<file path="config.mk">
export PLATFORM = sky130hd
export DESIGN_NAME = cpbc_top
export DESIGN_NICKNAME = d
export VERILOG_FILES = /design/src/include/cpbc_pkg.sv /design/src/include/cpbc_det_if.sv /design/src/verilog/cpbc_bus_err_det.sv /design/src/verilog/cpbc_top.sv
export SDC_FILE = /design/constraint.sdc
export NUM_CORES = 1
export LEC_CHECK = 0
export BUFFER_PORTS_ARGS = -buffer_cell sky130_fd_sc_hd__buf_2
export CORE_AREA = 10 10 69 100
export DETAILED_ROUTE_END_ITERATION = 12
export DIE_AREA = 0 0 79 110
export PLACE_DENSITY_LB_ADDON = 0.25
export SKIP_CTS_REPAIR_TIMING = 1
export SLEW_MARGIN = 25
export SYNTH_ARGS = -nofsm -noshare
export SYNTH_HDL_FRONTEND = slang
export SYNTH_SLANG_ARGS = --single-unit
</file>
<file path="constraint.sdc">
create_clock -name I_SYS_CLK -period 2.6 [get_ports I_SYS_CLK]
set_input_delay 0.78 -clock I_SYS_CLK [delete_from_list [all_inputs] [get_ports I_SYS_CLK]]
set_output_delay 0.78 -clock I_SYS_CLK [all_outputs]
set_load 0.02 [all_outputs]
</file>
<file path="src/include/cpbc_pkg.sv">
// Package: register map, field positions and reset values of the codec path bypass bank
// Behaviour
// - Left highpass uses programmable coefficients when set
// - Right highpass uses programmable coefficients when set
// - Two-bit field picks digital or analog microphones
// - Programmable filter inserted only with DACs down
// - Bus error detector runs while control bit zero
// - Error status reads one, cleared by reading
// - Right bypass bits route line inputs to outputs
// - Left bypass bits route line inputs to outputs
// - Two-bit field selects DAC reference current boost
package cpbc_pkg;
    localparam int CPBC_ADDR_W = 7;
    localparam int CPBC_DATA_W = 8;
    localparam logic [6:0] CPBC_ADDR_ADC_PATH = 7'h6b;
    localparam logic [6:0] CPBC_ADDR_BYPASS = 7'h6c;
    localparam logic [6:0] CPBC_ADDR_DAC_CUR = 7'h6d;
    // Field positions of the ADC path register
    localparam int CPBC_LEFT_COEF_BIT = 7;
    localparam int CPBC_RIGHT_COEF_BIT = 6;
    localparam int CPBC_DECIM_LSB = 4;
    localparam int CPBC_FILT_PATH_BIT = 3;
    localparam int CPBC_DET_DIS_BIT = 2;
    localparam int CPBC_ERR_BIT = 0;
    // Field positions of the bypass register
    localparam int CPBC_BYP_R2_NEG = 7;
    localparam int CPBC_BYP_R2_POS = 6;
    localparam int CPBC_BYP_R1_NEG = 5;
    localparam int CPBC_BYP_R1_POS = 4;
    localparam int CPBC_BYP_L2_NEG = 3;
    localparam int CPBC_BYP_L2_POS = 2;
    localparam int CPBC_BYP_L1_NEG = 1;
    localparam int CPBC_BYP_L1_POS = 0;
    localparam int CPBC_DAC_CUR_LSB = 6;
    localparam logic [7:0] CPBC_RST_VAL = 8'h00;
    localparam logic [3:0] CPBC_BITS_PER_BYTE = 4'h8;

    typedef enum logic [1:0]
    {
        CPBC_MIC_DIG_DIG = 2'b00,
        CPBC_MIC_DIG_ANA = 2'b01,
        CPBC_MIC_ANA_DIG = 2'b10,
        CPBC_MIC_ANA_ANA = 2'b11
    } cpbc_mic_sel_t;

    typedef enum logic [1:0]
    {
        CPBC_IREF_DEFAULT = 2'b00,
        CPBC_IREF_PLUS50 = 2'b01,
        CPBC_IREF_RSVD = 2'b10,
        CPBC_IREF_PLUS100 = 2'b11
    } cpbc_iref_t;

    typedef enum logic [0:0]
    {
        CPBC_DET_IDLE = 1'b0,
        CPBC_DET_BYTE = 1'b1
    } cpbc_det_state_t;
endpackage

</file>
<file path="src/include/cpbc_det_if.sv">
// Interface: link between register bank and control-bus error detector
`timescale 1ns/1ns
`default_nettype none
interface cpbc_det_if;
    logic enable;
    logic scl;
    logic sda;
    logic err_pulse;
    logic bus_reset;
    modport det (input enable, input scl, input sda, output err_pulse, output bus_reset);
    modport ctl (output enable, output scl, output sda, input err_pulse, input bus_reset);
endinterface
`default_nettype wire

</file>
<file path="src/verilog/cpbc_bus_err_det.sv">
// Control-bus error detector: flags a start or stop seen inside a byte
`timescale 1ns/1ns
`default_nettype none
module cpbc_bus_err_det
(
    input wire logic i_clk,
    input wire logic i_arst_n,
    cpbc_det_if.det det
);
    import cpbc_pkg::*;

    cpbc_det_state_t state_r;
    logic scl_prev_r;
    logic sda_prev_r;
    logic [3:0] bit_cnt_r;
    logic err_r;
    logic start_cond;
    logic stop_cond;
    logic scl_rise;
    logic mid_byte;

    assign start_cond = det.scl && scl_prev_r && sda_prev_r && !det.sda;
    assign stop_cond = det.scl && scl_prev_r && !sda_prev_r && det.sda;
    assign scl_rise = det.scl && !scl_prev_r;
    assign mid_byte = (state_r == CPBC_DET_BYTE) && (bit_cnt_r != 4'h0)
        && (bit_cnt_r < CPBC_BITS_PER_BYTE);

    always_ff @(posedge i_clk or negedge i_arst_n)
    begin
        if (!i_arst_n)
        begin
            scl_prev_r <= 1'b1;
            sda_prev_r <= 1'b1;
        end
        else
        begin
            scl_prev_r <= det.scl;
            sda_prev_r <= det.sda;
        end
    end

    // Bit position within the current byte; ninth edge is the acknowledge
    always_ff @(posedge i_clk or negedge i_arst_n)
    begin
        if (!i_arst_n)
        begin
            state_r <= CPBC_DET_IDLE;
            bit_cnt_r <= 4'h0;
        end
        else if (!det.enable || err_r)
        begin
            state_r <= CPBC_DET_IDLE;
            bit_cnt_r <= 4'h0;
        end
        else
        begin
            case (state_r)
                CPBC_DET_IDLE:
                begin
                    if (start_cond)
                    begin
                        state_r <= CPBC_DET_BYTE;
                        bit_cnt_r <= 4'h0;
                    end
                end
                CPBC_DET_BYTE:
                begin
                    if (stop_cond)
                        state_r <= CPBC_DET_IDLE;
                    else if (start_cond)
                        bit_cnt_r <= 4'h0;
                    else if (scl_rise)
                        bit_cnt_r <= (bit_cnt_r == CPBC_BITS_PER_BYTE) ? 4'h0 : bit_cnt_r + 4'h1;
                end
                default:
                begin
                    state_r <= CPBC_DET_IDLE;
                end
            endcase
        end
    end

    // Error pulse also tells the bus front end to drop its transfer state
    always_ff @(posedge i_clk or negedge i_arst_n)
    begin
        if (!i_arst_n)
            err_r <= 1'b0;
        else
            err_r <= det.enable && !err_r && mid_byte && (start_cond || stop_cond);
    end

    assign det.err_pulse = err_r;
    assign det.bus_reset = err_r;
endmodule
`default_nettype wire

</file>
<file path="src/verilog/cpbc_top.sv">
// Codec path, bypass and DAC current control registers with bus error status
`timescale 1ns/1ns
`default_nettype none
module cpbc_top
(
    input wire logic I_SYS_CLK,
    input wire logic I_ARST_N,
    input wire logic I_PAGE1_ACTIVE,
    input wire logic [cpbc_pkg::CPBC_ADDR_W-1:0] I_REG_ADDR,
    input wire logic I_REG_WR,
    input wire logic I_REG_RD,
    input wire logic [cpbc_pkg::CPBC_DATA_W-1:0] I_REG_WDATA,
    input wire logic I_SCL,
    input wire logic I_SDA,
    input wire logic I_HPF_ENABLE,
    input wire logic I_DACS_POWERED_DOWN,
    output logic [cpbc_pkg::CPBC_DATA_W-1:0] O_REG_RDATA,
    output logic O_REG_RVALID,
    output logic O_LEFT_HPF_PROG_COEF,
    output logic O_RIGHT_HPF_PROG_COEF,
    output logic O_LEFT_ANALOG_MIC,
    output logic O_RIGHT_ANALOG_MIC,
    output logic O_ADC_PROG_FILTER_EN,
    output logic O_BUS_RECOVER,
    output logic O_BUS_ERR_STATUS,
    output logic [7:0] O_BYPASS_SW,
    output logic [1:0] O_DAC_IREF_BOOST
);
    import cpbc_pkg::*;

    cpbc_det_if det_link();

    logic [7:0] adc_path_r;
    logic [7:0] bypass_r;
    logic [7:0] dac_cur_r;
    logic bus_err_r;
    logic [1:0] scl_sync_r;
    logic [1:0] sda_sync_r;
    logic wr_adc;
    logic wr_byp;
    logic wr_dac;
    logic rd_adc;
    logic page0;
    cpbc_mic_sel_t mic_sel;
    cpbc_iref_t iref;

    function automatic logic hit(input logic [6:0] addr, input logic [6:0] target);
        hit = (addr == target);
    endfunction

    ////////////////////////////////////////////////////////////////////////////////
    // Register access
    assign page0 = !I_PAGE1_ACTIVE;
    assign wr_adc = page0 && I_REG_WR && hit(I_REG_ADDR, CPBC_ADDR_ADC_PATH);
    assign wr_byp = page0 && I_REG_WR && hit(I_REG_ADDR, CPBC_ADDR_BYPASS);
    assign wr_dac = page0 && I_REG_WR && hit(I_REG_ADDR, CPBC_ADDR_DAC_CUR);
    assign rd_adc = page0 && I_REG_RD && hit(I_REG_ADDR, CPBC_ADDR_ADC_PATH);

    // Low two bits are read-only and never stored
    always_ff @(posedge I_SYS_CLK or negedge I_ARST_N)
    begin
        if (!I_ARST_N)
            adc_path_r <= CPBC_RST_VAL;
        else if (wr_adc)
            adc_path_r <= {I_REG_WDATA[7:2], 2'b00};
    end

    always_ff @(posedge I_SYS_CLK or negedge I_ARST_N)
    begin
        if (!I_ARST_N)
            bypass_r <= CPBC_RST_VAL;
        else if (wr_byp)
            bypass_r <= I_REG_WDATA;
    end

    // Reserved low bits kept as written; host keeps them zero
    always_ff @(posedge I_SYS_CLK or negedge I_ARST_N)
    begin
        if (!I_ARST_N)
            dac_cur_r <= CPBC_RST_VAL;
        else if (wr_dac)
            dac_cur_r <= I_REG_WDATA;
    end

    // Sticky error; a new event in the read cycle survives the clear
    always_ff @(posedge I_SYS_CLK or negedge I_ARST_N)
    begin
        if (!I_ARST_N)
            bus_err_r <= 1'b0;
        else if (det_link.err_pulse)
            bus_err_r <= 1'b1;
        else if (rd_adc)
            bus_err_r <= 1'b0;
    end

    always_ff @(posedge I_SYS_CLK or negedge I_ARST_N)
    begin
        if (!I_ARST_N)
        begin
            O_REG_RDATA <= 8'h00;
            O_REG_RVALID <= 1'b0;
        end
        else
        begin
            O_REG_RVALID <= I_REG_RD;
            if (!I_REG_RD || !page0)
                O_REG_RDATA <= 8'h00;
            else if (hit(I_REG_ADDR, CPBC_ADDR_ADC_PATH))
                O_REG_RDATA <= {adc_path_r[7:2], 1'b0, bus_err_r};
            else if (hit(I_REG_ADDR, CPBC_ADDR_BYPASS))
                O_REG_RDATA <= bypass_r;
            else if (hit(I_REG_ADDR, CPBC_ADDR_DAC_CUR))
                O_REG_RDATA <= dac_cur_r;
            else
                O_REG_RDATA <= 8'h00;
        end
    end

    ////////////////////////////////////////////////////////////////////////////////
    // Control-bus pin synchronisers and error detector
    always_ff @(posedge I_SYS_CLK or negedge I_ARST_N)
    begin
        if (!I_ARST_N)
        begin
            scl_sync_r <= 2'b11;
            sda_sync_r <= 2'b11;
        end
        else
        begin
            scl_sync_r <= {scl_sync_r[0], I_SCL};
            sda_sync_r <= {sda_sync_r[0], I_SDA};
        end
    end

    assign det_link.enable = !adc_path_r[CPBC_DET_DIS_BIT];
    assign det_link.scl = scl_sync_r[1];
    assign det_link.sda = sda_sync_r[1];

    cpbc_bus_err_det u_det
    (
        .i_clk(I_SYS_CLK),
        .i_arst_n(I_ARST_N),
        .det(det_link.det)
    );

    ////////////////////////////////////////////////////////////////////////////////
    // Datapath controls
    assign mic_sel = cpbc_mic_sel_t'(adc_path_r[CPBC_DECIM_LSB +: 2]);
    assign iref = cpbc_iref_t'(dac_cur_r[CPBC_DAC_CUR_LSB +: 2]);

    always_ff @(posedge I_SYS_CLK or negedge I_ARST_N)
    begin
        if (!I_ARST_N)
        begin
            O_LEFT_HPF_PROG_COEF <= 1'b0;
            O_RIGHT_HPF_PROG_COEF <= 1'b0;
            O_ADC_PROG_FILTER_EN <= 1'b0;
        end
        else
        begin
            O_LEFT_HPF_PROG_COEF <= I_HPF_ENABLE && adc_path_r[CPBC_LEFT_COEF_BIT];
            O_RIGHT_HPF_PROG_COEF <= I_HPF_ENABLE && adc_path_r[CPBC_RIGHT_COEF_BIT];
            O_ADC_PROG_FILTER_EN <= adc_path_r[CPBC_FILT_PATH_BIT] && I_DACS_POWERED_DOWN;
        end
    end

    always_ff @(posedge I_SYS_CLK or negedge I_ARST_N)
    begin
        if (!I_ARST_N)
        begin
            O_LEFT_ANALOG_MIC <= 1'b0;
            O_RIGHT_ANALOG_MIC <= 1'b0;
        end
        else
        begin
            case (mic_sel)
                CPBC_MIC_DIG_DIG: {O_LEFT_ANALOG_MIC, O_RIGHT_ANALOG_MIC} <= 2'b00;
                CPBC_MIC_DIG_ANA: {O_LEFT_ANALOG_MIC, O_RIGHT_ANALOG_MIC} <= 2'b01;
                CPBC_MIC_ANA_DIG: {O_LEFT_ANALOG_MIC, O_RIGHT_ANALOG_MIC} <= 2'b10;
                CPBC_MIC_ANA_ANA: {O_LEFT_ANALOG_MIC, O_RIGHT_ANALOG_MIC} <= 2'b11;
                default: {O_LEFT_ANALOG_MIC, O_RIGHT_ANALOG_MIC} <= 2'b00;
            endcase
        end
    end

    // Switch bit n closes the switch of register bit n; no short protection in hardware
    always_ff @(posedge I_SYS_CLK or negedge I_ARST_N)
    begin
        if (!I_ARST_N)
            O_BYPASS_SW <= 8'h00;
        else
        begin
            O_BYPASS_SW[7:4] <= bypass_r[7:4];
            O_BYPASS_SW[3:0] <= bypass_r[3:0];
        end
    end

    // Reserved code falls back to the default current
    always_ff @(posedge I_SYS_CLK or negedge I_ARST_N)
    begin
        if (!I_ARST_N)
            O_DAC_IREF_BOOST <= 2'b00;
        else
        begin
            case (iref)
                CPBC_IREF_DEFAULT: O_DAC_IREF_BOOST <= 2'b00;
                CPBC_IREF_PLUS50: O_DAC_IREF_BOOST <= 2'b01;
                CPBC_IREF_PLUS100: O_DAC_IREF_BOOST <= 2'b10;
                default: O_DAC_IREF_BOOST <= 2'b00;
            endcase
        end
    end

    always_ff @(posedge I_SYS_CLK or negedge I_ARST_N)
    begin
        if (!I_ARST_N)
            O_BUS_RECOVER <= 1'b0;
        else
            O_BUS_RECOVER <= det_link.bus_reset;
    end

    assign O_BUS_ERR_STATUS = bus_err_r;
endmodule
`default_nettype wire

</file>
## Yosys cells after proc, flatten, opt, wreduce, memory -nomap -nowiden

Index checks and enable logic that the tools add are counted.

- Register bits: 60
- Output and inout port bits: 26

- $add $sub $neg: 1
- Magnitude comparators: 1
- Eq/ne operators: 12
- Mux-type cells: 20
- Bitwise gates (word level): 1
- Reduce and logical (&&, ||, !) cells: 38

Operators with widths:

| operator | number |
|---|---|
| 8-bit two-way mux | 4 |
| 4-bit two-way mux | 6 |
| 7-bit equality test, second input constant | 3 |
| 1-bit logical AND | 20 |
| 4-bit case mux with 2 select lines | 1 |
| 2-bit OR reduction | 4 |
| 1-bit zero test | 7 |
| 2-bit equality test, second input constant | 3 |
| 1-bit case mux with 2 select lines | 3 |
| 1-bit two-way mux | 5 |
| 4-bit by 1-bit adder with 4-bit output, second input constant | 1 |
| 2-bit by 1-bit equality test with 1-bit output, second input constant | 2 |
| 4-bit equality test, second input constant | 1 |
| 4-bit < comparator, second input constant | 1 |
| 4-bit inequality test, second input constant | 1 |
| 2-bit case mux with 2 select lines | 1 |
| 4-bit nonzero test | 1 |
| 1-bit logical OR | 3 |
| 3-bit by 1-bit inequality test with 1-bit output, second input constant | 1 |
| 3-bit inequality test, second input constant | 1 |
| 3-bit AND reduction | 1 |
| 2-bit zero test | 1 |
| 2-bit nonzero test | 1 |
| 1-bit inverter | 1 |

## Depth between registers and ports, before layout

Gate-level depths: netlist of the first run.

- Depth after elaboration: 7
- Depth in mapped cells: 5
- Depth with buffers taken out: 5

## Cells and area by module

Synthesis of the first run repeated with hierarchy kept, for this count alone.

- Cells, all modules: 164
- Area total of the unflattened synthesis: 2383.5 sq um

By module, submodules not included:

| module | times used | cells each | area an instance (sq um) | sequential area each (sq um) |
|---|---|---|---|---|
| cpbc_top | 1 | 121 | 1910.6 | 1306.3 |
| cpbc_bus_err_det | 1 | 43 | 473.0 | 202.7 |

## Worst setup path before layout of the first run

Ideal clock, no wire load.

- Path kind: in2reg
- Start: input I_REG_ADDR[4] (netlist name)
- End: register adc_path_r[2]
- Data arrival time: 1.740 ns
- Slack: 0.735 ns
- Stages on the path: 5
- Cell sequence: and4b_1 > buf_6 > and3_4 > buf_6 > mux2_4

- Cells in the longest elaborated chain, start to end: 2

RTL lines:

| item | RTL line | text |
|---|---|---|
| start, declared | cpbc_top.sv:9 | `input wire logic [cpbc_pkg::CPBC_ADDR_W-1:0] I_REG_ADDR,` |
| 7-bit equality test | cpbc_top.sv:48 | `hit = (addr == target);` |
| 1-bit logical AND | cpbc_top.sv:54 | `assign wr_adc = page0 && I_REG_WR && hit(I_REG_ADDR, CPBC_ADDR_ADC_PATH);` |
| end signal, assigned | cpbc_top.sv:65 | `adc_path_r <= {I_REG_WDATA[7:2], 2'b00};` |
| end, declared | cpbc_top.sv:33 | `logic [7:0] adc_path_r;` |

Every way passes these cells.
A chain may end at the register's enable or synchronous reset.

## Final worst setup path of the first run

- Start: input I_REG_ADDR[4] (netlist name)
- End: register adc_path_r[5]

The elaborated chain is that of the path after synthesis.

==> results of run 1 <==
[cells in the final DEF (no fill, tap or decap), types with 2 or more instances in the layout]
| cell | count |
|---|---|
| and2_1 | 4 |
| nand3_1 | 15 |
| ha_1 | 2 |
| nand2_1 | 3 |
| inv_1 | 3 |
| nor3_1 | 2 |
| nor3b_1 | 2 |
| a21o_1 | 2 |
| or2_2 | 2 |
| dfstp_2 | 6 |
| nand4_1 | 2 |
| mux2i_1 | 2 |
| and4b_1 | 2 |
| a21oi_1 | 8 |
| mux2_2 | 24 |
| dfrtp_1 | 54 |
| bufinv_16 | 2 |
| buf_2 | 49 |
| mux2_4 | 6 |
| buf_4 | 4 |
| clkbuf_8 | 12 |
| nor2b_1 | 3 |
| nand2b_1 | 3 |
[power groups by stage]
stage          clock network [mW]  logic, mW  registers, mW
2_1_floorplan                   0      0.179           1.10
3_3_place_gp                    0      0.294           1.09
3_5_place_dp                    0      0.298           1.09
4_1_cts                     0.996      0.300           1.07
5_1_grt                      1.03      0.332           1.08
6_report                    0.964      0.294           1.07
[registers in the layout, summed over array words and instances, names as in the netlist]
signal / cells
O_BYPASS_SW: 8
O_REG_RDATA: 8
bypass_r: 8
dac_cur_r: 8
adc_path_r: 6
u_det.bit_cnt_r: 4
O_DAC_IREF_BOOST: 2
scl_sync_r: 2
sda_sync_r: 2
O_ADC_PROG_FILTER_EN: 1
O_BUS_ERR_STATUS: 1
O_BUS_RECOVER: 1
O_LEFT_ANALOG_MIC: 1
O_LEFT_HPF_PROG_COEF: 1
O_REG_RVALID: 1
O_RIGHT_ANALOG_MIC: 1
O_RIGHT_HPF_PROG_COEF: 1
u_det.det.bus_reset: 1
u_det.scl_prev_r: 1
u_det.sda_prev_r: 1
u_det.state_r: 1
[cells by family (layout without fill, tap and decap cells)]
family,count (synthesis),count (layout)
DFF,60,60
and+or+nand+nor,48,48
muxes,32,32
AOI/OAI and AO/OA,16,16
buffers and inverters,12,73
adders and majority gates,2,2
xor gates and xnor gates,1,1
[routing by layer]
metal,wire length (um),vias to the layer above,share of wire
li1,-,723,-
met1,1950,752,0.39
met2,2580,44,0.52
met3,325,10,0.066
met4,97,0,0.020
met5,0,-,0
[synthesized netlist by cell type (2+ instances only)]
library cell,n,area share
a21o_1,2,0.0062
a21oi_1,8,0.016
and2_1,4,0.010
and4b_1,2,0.0082
buf_2,3,0.0062
buf_6,3,0.014
clkbuf_1,3,0.0046
dfrtp_1,54,0.55
dfstp_2,6,0.065
ha_1,2,0.010
inv_1,3,0.0046
mux2_2,24,0.11
mux2_4,6,0.037
mux2i_1,2,0.0082
nand2_1,3,0.0046
nand2b_1,3,0.0077
nand3_1,15,0.031
nand4_1,2,0.0051
nor2b_1,3,0.0077
nor3_1,2,0.0041
nor3b_1,2,0.0062
or2_2,2,0.0051
[layout make-up]
type / instances / area, um^2 / share of cell area
timing repair buffer: 54 / 295 / 0.0986
sequential: 60 / 1510 / 0.504
tap: 68 / 85.1 / 0.0284
clock buffer: 13 / 169 / 0.0564
clock inverter: 3 / 67.6 / 0.0226
multi-input combinational: 99 / 857 / 0.286
inverter: 3 / 11.3 / 0.00376
[per-stage QoR]
stage,power (mW),setup WS (ps),utilization,hold slack [ps]
2_1_floorplan,1.27,735,-,345
4_1_cts,2.37,822,0.584,356
5_1_grt,2.45,765,0.584,366
6_report,2.33,804,0.584,355
3_5_place_dp,1.39,455,0.538,347
3_3_place_gp,1.38,503,0.538,346
[worst max-delay path, cell delays in order]
cell and delay, ps:
buf_2 90, and4b_1 480, and3_4 340, mux2_4 320
[final timing paths]
path                                    start                 end  slack, ps  cells after the start
min in group asynchronous            I_ARST_N         bypass_r[7]        420                      1
worst max register to register  sda_sync_r[1]  u_det.bit_cnt_r[1]        980                      3
worst min-delay path            scl_sync_r[0]       scl_sync_r[1]        350                      0
worst max-delay path            I_REG_ADDR[4]       adc_path_r[5]        800                      4
max in group asynchronous            I_ARST_N       scl_sync_r[0]       1540                      2
worst min register to register  scl_sync_r[0]       scl_sync_r[1]        350                      0
==> qor.csv, run 1 <==
metric,value,unit
synthCells,171,
met3_usage,0.0511,
grt_pass1_wl,8310,um
final_cells,300,
synth_compound_area_frac,0.0452,
worst_pin_slew,523,ps
synth-async-reset-ratio,1.00,
clockRootBuffer,clkbuf_8,
die_h,110,um
io_buffers,49,
gp_congestion,0.759,
synth-xor-area-share,0.00359,
rows,32,
setup_tns,0,ps
htreeDepth,3,
wirelength,4960,um
synth_top_family_by_area,multiplexers,
io_pins,50,
dpl.hpwl,3640,um
die_w,79,um
cp-end-kind,flop,
grt.busiest_layer,met2,
worst_clock_skew,7.39,ps
hold_class,reg -> reg,
drc,0,
grt_max_degree,40,
grt_antenna_before_repair,0,
clock_latency,330,ps
synth_cell_types,39,
comb_power_share,0.126,
design_area,0.00299,mm^2
clkSinkCount,60,
fillCellCount,454,
fmax,0.557,GHz
start_kind,input port,
nets,253,
initial_core_util,0.476,
cp_data_required_time,2810,ps
crit_type,in -> reg,
synthAdderAreaFrac,0.0103,
peakVddDrop,408,uV
clkPwrFrac,0.414,
die-area,0.00869,mm^2
setup_violations,0,
dr.first_iter.drc_count,55,
synth_top_flop_cell,dfrtp_1,
p_sw_frac,0.240,
dp.cells,284,
num_vias,1529,
pwr-share-seq,0.460,
status,finished clean,
syn_nets,197,
ys_warn_count,0,
coreArea,0.00512,mm^2
grtUsageTotal,0.125,
syn_area_per_cell,14.3,um^2
clock_path_buffers,2,
finalCriticalPeriod,1800,ps
grt_use_met2,0.206,
p_leak,1.54,nW
crit_fanout,8,
drv_slew,0,
max-cap-violations,0,
syn_to_final_growth,22.8,%
via_per_inst,5.10,
grt_pass1_vias,1639,
firstDrtPassIters,4,
ys_seq_area_frac,0.619,
cts_inserted_buffers,9,
num_antenna_cells,0,
arrival,2010,ps
internal-power,1.77,mW
ant_nets,0,
final_hold_viol_count,0,
muxShareOfSynthArea,0.156,
fin_crit_sh,0.691,
max-slew-margin-rel,0.651,
synth_edf_count,0,
placed_area,0.00276,mm^2
power_switching,559,uW
synth_area,0.00244,mm^2
use_met1,0.138,
rsz0062_at_grt,false,
drt-wirelength-per-cell,16.5,um
yosys.area_share.simple,0.137,
p_per_area,778,mW/mm^2
tritoncts,yes,
cts.reportedPaths.clkPinSlew,60,ps
ys_ff_latch,60,
layout-drive-gt1-share,0.487,
overflow,0,
No activity file was read; power rests on OpenSTA's default activity.
==> run 2: changes to the inputs <==
- clock period: 2.6 -> 1.7 ns (I/O delays scaled with it)
==> run 2 against run 1 <==
Against the previous run:
- non-clock buffer count grew 6
- utilization grew 0.98 points
- total power grew 49%
- clock-buffer cell count grew 2
- routed wire length grew 1.2%
- register-to-register slack lost 900 ps
- cell count grew 2.0%
- clock skew shrank 4.5 ps
- design area grew 1.7%
- sequential power grew 54%
- largest cell class unchanged
- largest power group unchanged
==> qor.csv, run 2 (synthesized netlist as in run 1, its figures left out) <==
metric,value,unit,change
path_cells,"and4b_1, a211oi_2, mux2_2",,
clockRootBuffer,clkbuf_8,,
design_area,0.00304,mm^2,+1.7%
setup_violations,0,,unchanged
num_antenna_cells,0,,unchanged
fin_util,0.594,,+0.00977
layout-drive-gt1-share,0.496,,+0.00873
cts.reportedPaths.clkPinSlew,60,ps,about the same
num_vias,1581,,+3.4%
drt-wirelength-per-cell,16.4,um,-0.79%
fin_crit_sh,0.955,,
layout_setup_ws,76.9,ps,-727 ps
worst_pin_slew,429,ps,-93.8 ps
cp-end-kind,flop,,
peakVddDrop,644,uV,+58%
p_per_area,1140,mW/mm^2,+46%
firstDrtPassIters,4,,unchanged
clkSinkCount,60,,unchanged
max-cap-violations,0,,unchanged
rsz0062_at_grt,false,,
crit_fanout,4,,-4
grt_pass1_wl,8270,um,-0.58%
wirelength,5020,um,+1.2%
setup_tns,0,ps,unchanged
die_h,110,um,unchanged
p_leak,1.57,nW,+2.1%
worst_clock_skew,2.92,ps,-4.47 ps
layout_commonest_cell,dfrtp_1,,
coreArea,0.00512,mm^2,unchanged
ant_nets,0,,unchanged
critPathSlowestCell,dfstp_2,,
layout_common_cells,"dfrtp_1, buf_2, mux2_2",,
clock_latency,320,ps,about the same
initial_core_util,0.476,,unchanged
overflow,0,,unchanged
via_per_inst,5.17,,+1.4%
syn_to_final_growth,24.9,%,
cp_data_required_time,1910,ps,-900 ps
nets,259,,+2.4%
dpl.hpwl,3710,um,+1.9%
rows,32,,unchanged
cts_inserted_buffers,9,,unchanged
clock_path_buffers,2,,unchanged
slowest_delay,560,ps,+80 ps
fmax,0.616,GHz,
finalCriticalPeriod,1620,ps,
start_kind,flop,,
placed_area,0.00283,mm^2,+2.5%
dr.first_iter.drc_count,79,,+44%
htreeDepth,3,,unchanged
drc,0,,unchanged
arrival,1830,ps,-180 ps
grtUsageTotal,0.124,,-0.000637
io_pins,50,,unchanged
drv_slew,0,,unchanged
final_hold_viol_count,0,,unchanged
io_buffers,49,,unchanged
die_w,79,um,unchanged
place_ws,-1.82,ps,-456 ps
status,finished clean,,
max-slew-margin-rel,0.713,,+0.0619
grt_pass1_vias,1722,,+5.1%
gp_congestion,0.803,,+5.8%
grt_max_degree,37,,-7.5%
grt_antenna_before_repair,0,,unchanged
die-area,0.00869,mm^2,unchanged
crit_type,reg -> reg,,
hold_class,in -> async,,
tritoncts,yes,,
total_power,3.46,mW,+49%
[run 2: cell count changes in the layout (fill, tap and decap cells not counted), sizes merged]
cell      before  now
buf           54   60
bufinv         2    1
clkbuf        13   15
clkinvlp       1    0
[run 2: cell type report]
| class | count | area (um^2) |
|---|---|---|
| Clock buffer | 15 | 186 |
| Clock inverter | 1 | 30.0 |
| Fill cell | 459 | 2080 |
| Inverter | 3 | 11.3 |
| Multi-Input combinational cell | 99 | 857 |
| Sequential cell | 60 | 1510 |
| Tap cell | 68 | 85.1 |
| Timing Repair Buffer | 60 | 365 |
[run 2: worst max-delay path: cells and delay by family (launching register included)]
family	cells	cell delay (ps)
AND/OR/NAND/NOR	1	250
AO/OA/AOI/OAI	1	320
multiplexers	1	370
flip-flops	1	560
[run 2: power by group]
group | switching [mW] | internal (mW)
clock | 0.508 | 0.839
combinational | 0.235 | 0.231
sequential | 0.104 | 1.54
total | 0.847 | 2.61
[run 2: per-stage QoR]
step,hold slack [ps],instances
floorplan,214,171
global placement,345,290
detailed placement,348,290
CTS,151,306
global route,152,306
finish,159,306
[run 2: layer usage]
metal  wire [um]  GRT usage
met5           0          0
met4          82     0.0707
met2        2610      0.203
met1        2020      0.136
met3         308     0.0478
[run 2: final timing paths]
path,startpoint,slack [ps],depth (start not counted),end
max reg2reg,sda_sync_r[1],80,3,u_det.bit_cnt_r[1]
max in group asynchronous,I_ARST_N,1270,2,u_det.scl_prev_r
min,I_ARST_N,160,2,O_DAC_IREF_BOOST[0]
max,sda_sync_r[1],80,3,u_det.bit_cnt_r[1]
min reg2reg,scl_sync_r[0],360,0,scl_sync_r[1]
min in group I_SYS_CLK,I_SCL,280,1,scl_sync_r[0]
==> run 3: changes to the inputs <==
- RECOVER_POWER: not set -> 50
==> run 3 against run 2 <==
Against the previous run:
- clock-buffer cell count stayed put
- global-route usage unchanged
- non-clock buffer count stayed put
- sequential power hardly changed
- register-to-register slack about the same
==> qor.csv, run 3 (synthesized netlist as in run 1, its figures left out) <==
metric,value,unit,change
multi_input_area,857,um^2,unchanged
final_cells,306,,unchanged
die_w,79,um,unchanged
tritoncts,yes,,
setup_violations,0,,unchanged
dp.cells,290,,unchanged
layout_commonest_cell,dfrtp_1,,
placed_area,0.00283,mm^2,unchanged
cp-end-kind,flop,,
cp_data_required_time,1910,ps,about the same
max-cap-violations,0,,unchanged
finalCriticalPeriod,1630,ps,+4.89 ps
cts.reportedPaths.clkPinSlew,60,ps,about the same
rsz0062_at_grt,false,,
register_area,0.00151,mm^2,unchanged
total_power,3.45,mW,-0.36%
worst_pin_slew,1280,ps,+847 ps
drv_slew,0,,unchanged
die_h,110,um,unchanged
drc,0,,unchanged
io_buffers,49,,unchanged
use_met1,0.136,,unchanged
crit_type,reg -> reg,,
fmax,0.614,GHz,-0.30%
hold_ws,278,ps,+118 ps
grt_pass1_wl,8270,um,unchanged
final_hold_viol_count,0,,unchanged
rows,32,,unchanged
num_vias,1566,,-0.95%
firstDrtPassIters,4,,unchanged
nets,259,,unchanged
clkSinkCount,60,,unchanged
status,finished clean,,
num_antenna_cells,0,,unchanged
worst_clock_skew,2.99,ps,+0.0659 ps
met3_usage,0.0478,,unchanged
ant_nets,0,,unchanged
overflow,0,,unchanged
max-slew-margin-rel,0.149,,-0.564
htreeDepth,3,,unchanged
cts_inserted_buffers,9,,unchanged
grt_max_degree,37,,unchanged
crit_fanout,4,,unchanged
hold_class,in -> reg,,
via_per_inst,5.12,,-0.95%
wirelength,4990,um,-0.54%
grt_use_met2,0.203,,unchanged
gp_congestion,0.803,,unchanged
design_area,0.00301,mm^2,-1.1%
place_ws,-1.82,ps,unchanged
clock_latency,330,ps,about the same
fin_crit_sh,0.958,,+0.00287
drt-wirelength-per-cell,16.3,um,-0.54%
dpl.hpwl,3710,um,unchanged
initial_core_util,0.476,,unchanged
clock_path_buffers,2,,unchanged
io_pins,50,,unchanged
grt_antenna_before_repair,0,,unchanged
grt_pass1_vias,1722,,unchanged
layout_common_cells,"dfrtp_1, buf_2, mux2_2",,
clockRootBuffer,clkbuf_8,,
r2r_cells,3,,unchanged
dr.first_iter.drc_count,67,,-15%
grtUsageTotal,0.124,,unchanged
syn_to_final_growth,23.5,%,
layout-drive-gt1-share,0.483,,-0.0126
hold_depth,1,,
p_leak,1.55,nW,-1.2%
peakVddDrop,644,uV,about the same
p_per_area,1150,mW/mm^2,+0.76%
die-area,0.00869,mm^2,unchanged
coreArea,0.00512,mm^2,unchanged
arrival,1840,ps,about the same
fillCellCount,463,,+0.87%
layout_setup_ws,72.1,ps,-4.89 ps
grt.busiest_layer,met2,,
start_kind,flop,,
[run 3: changes by cell type in the layout (fill, tap and decap cells not counted)]
cell      change
buf_2         -2
clkbuf_2      +1
clkbuf_1      +3
buf_12        -2
[run 3: critical path: stages (launching register included)]
cell and delay [ps]:
dfstp_2 560, and4b_1 250, a211oi_2 330, mux2_2 370
[run 3: worst paths after layout]
kind / start / endpoint / slack [ps]
min in group asynchronous: I_ARST_N / adc_path_r[6] / 390
max: sda_sync_r[1] / u_det.bit_cnt_r[1] / 70
min: I_SCL / scl_sync_r[0] / 280
max in group asynchronous: I_ARST_N / bypass_r[1] / 390
max reg2reg: sda_sync_r[1] / u_det.bit_cnt_r[1] / 70
min reg2reg: scl_sync_r[0] / scl_sync_r[1] / 360
[run 3: cell type report]
cell class / count / share of cell area
Sequential cell: 60 / 0.501
Tap cell: 68 / 0.0283
Inverter: 3 / 0.00374
Clock inverter: 1 / 0.00998
Multi-Input combinational cell: 99 / 0.285
Timing Repair Buffer: 60 / 0.110
Clock buffer: 15 / 0.0619
[run 3: metrics by stage]
stage	util	setup TNS (ps)
finish	0.587	0
CTS	0.594	0
global route	0.587	0
floorplan	-	0
detailed placement	0.552	-1.82
global placement	0.552	0
[run 3: report_power, final]
| group | leakage [nW] | internal, mW | total, mW | switching [mW] |
|---|---|---|---|---|
| combinational | 0.641 | 0.223 | 0.454 | 0.232 |
| sequential | 0.798 | 1.54 | 1.64 | 0.101 |
| clock | 0.110 | 0.839 | 1.35 | 0.510 |
[run 3: metal layers]
| layer | share of wire | routed length (um) | up-vias |
|---|---|---|---|
| li1 | - | - | 733 |
| met1 | 0.40 | 1980 | 788 |
| met2 | 0.52 | 2620 | 39 |
| met3 | 0.061 | 302 | 6 |
| met4 | 0.017 | 86 | 0 |
| met5 | 0 | 0 | - |
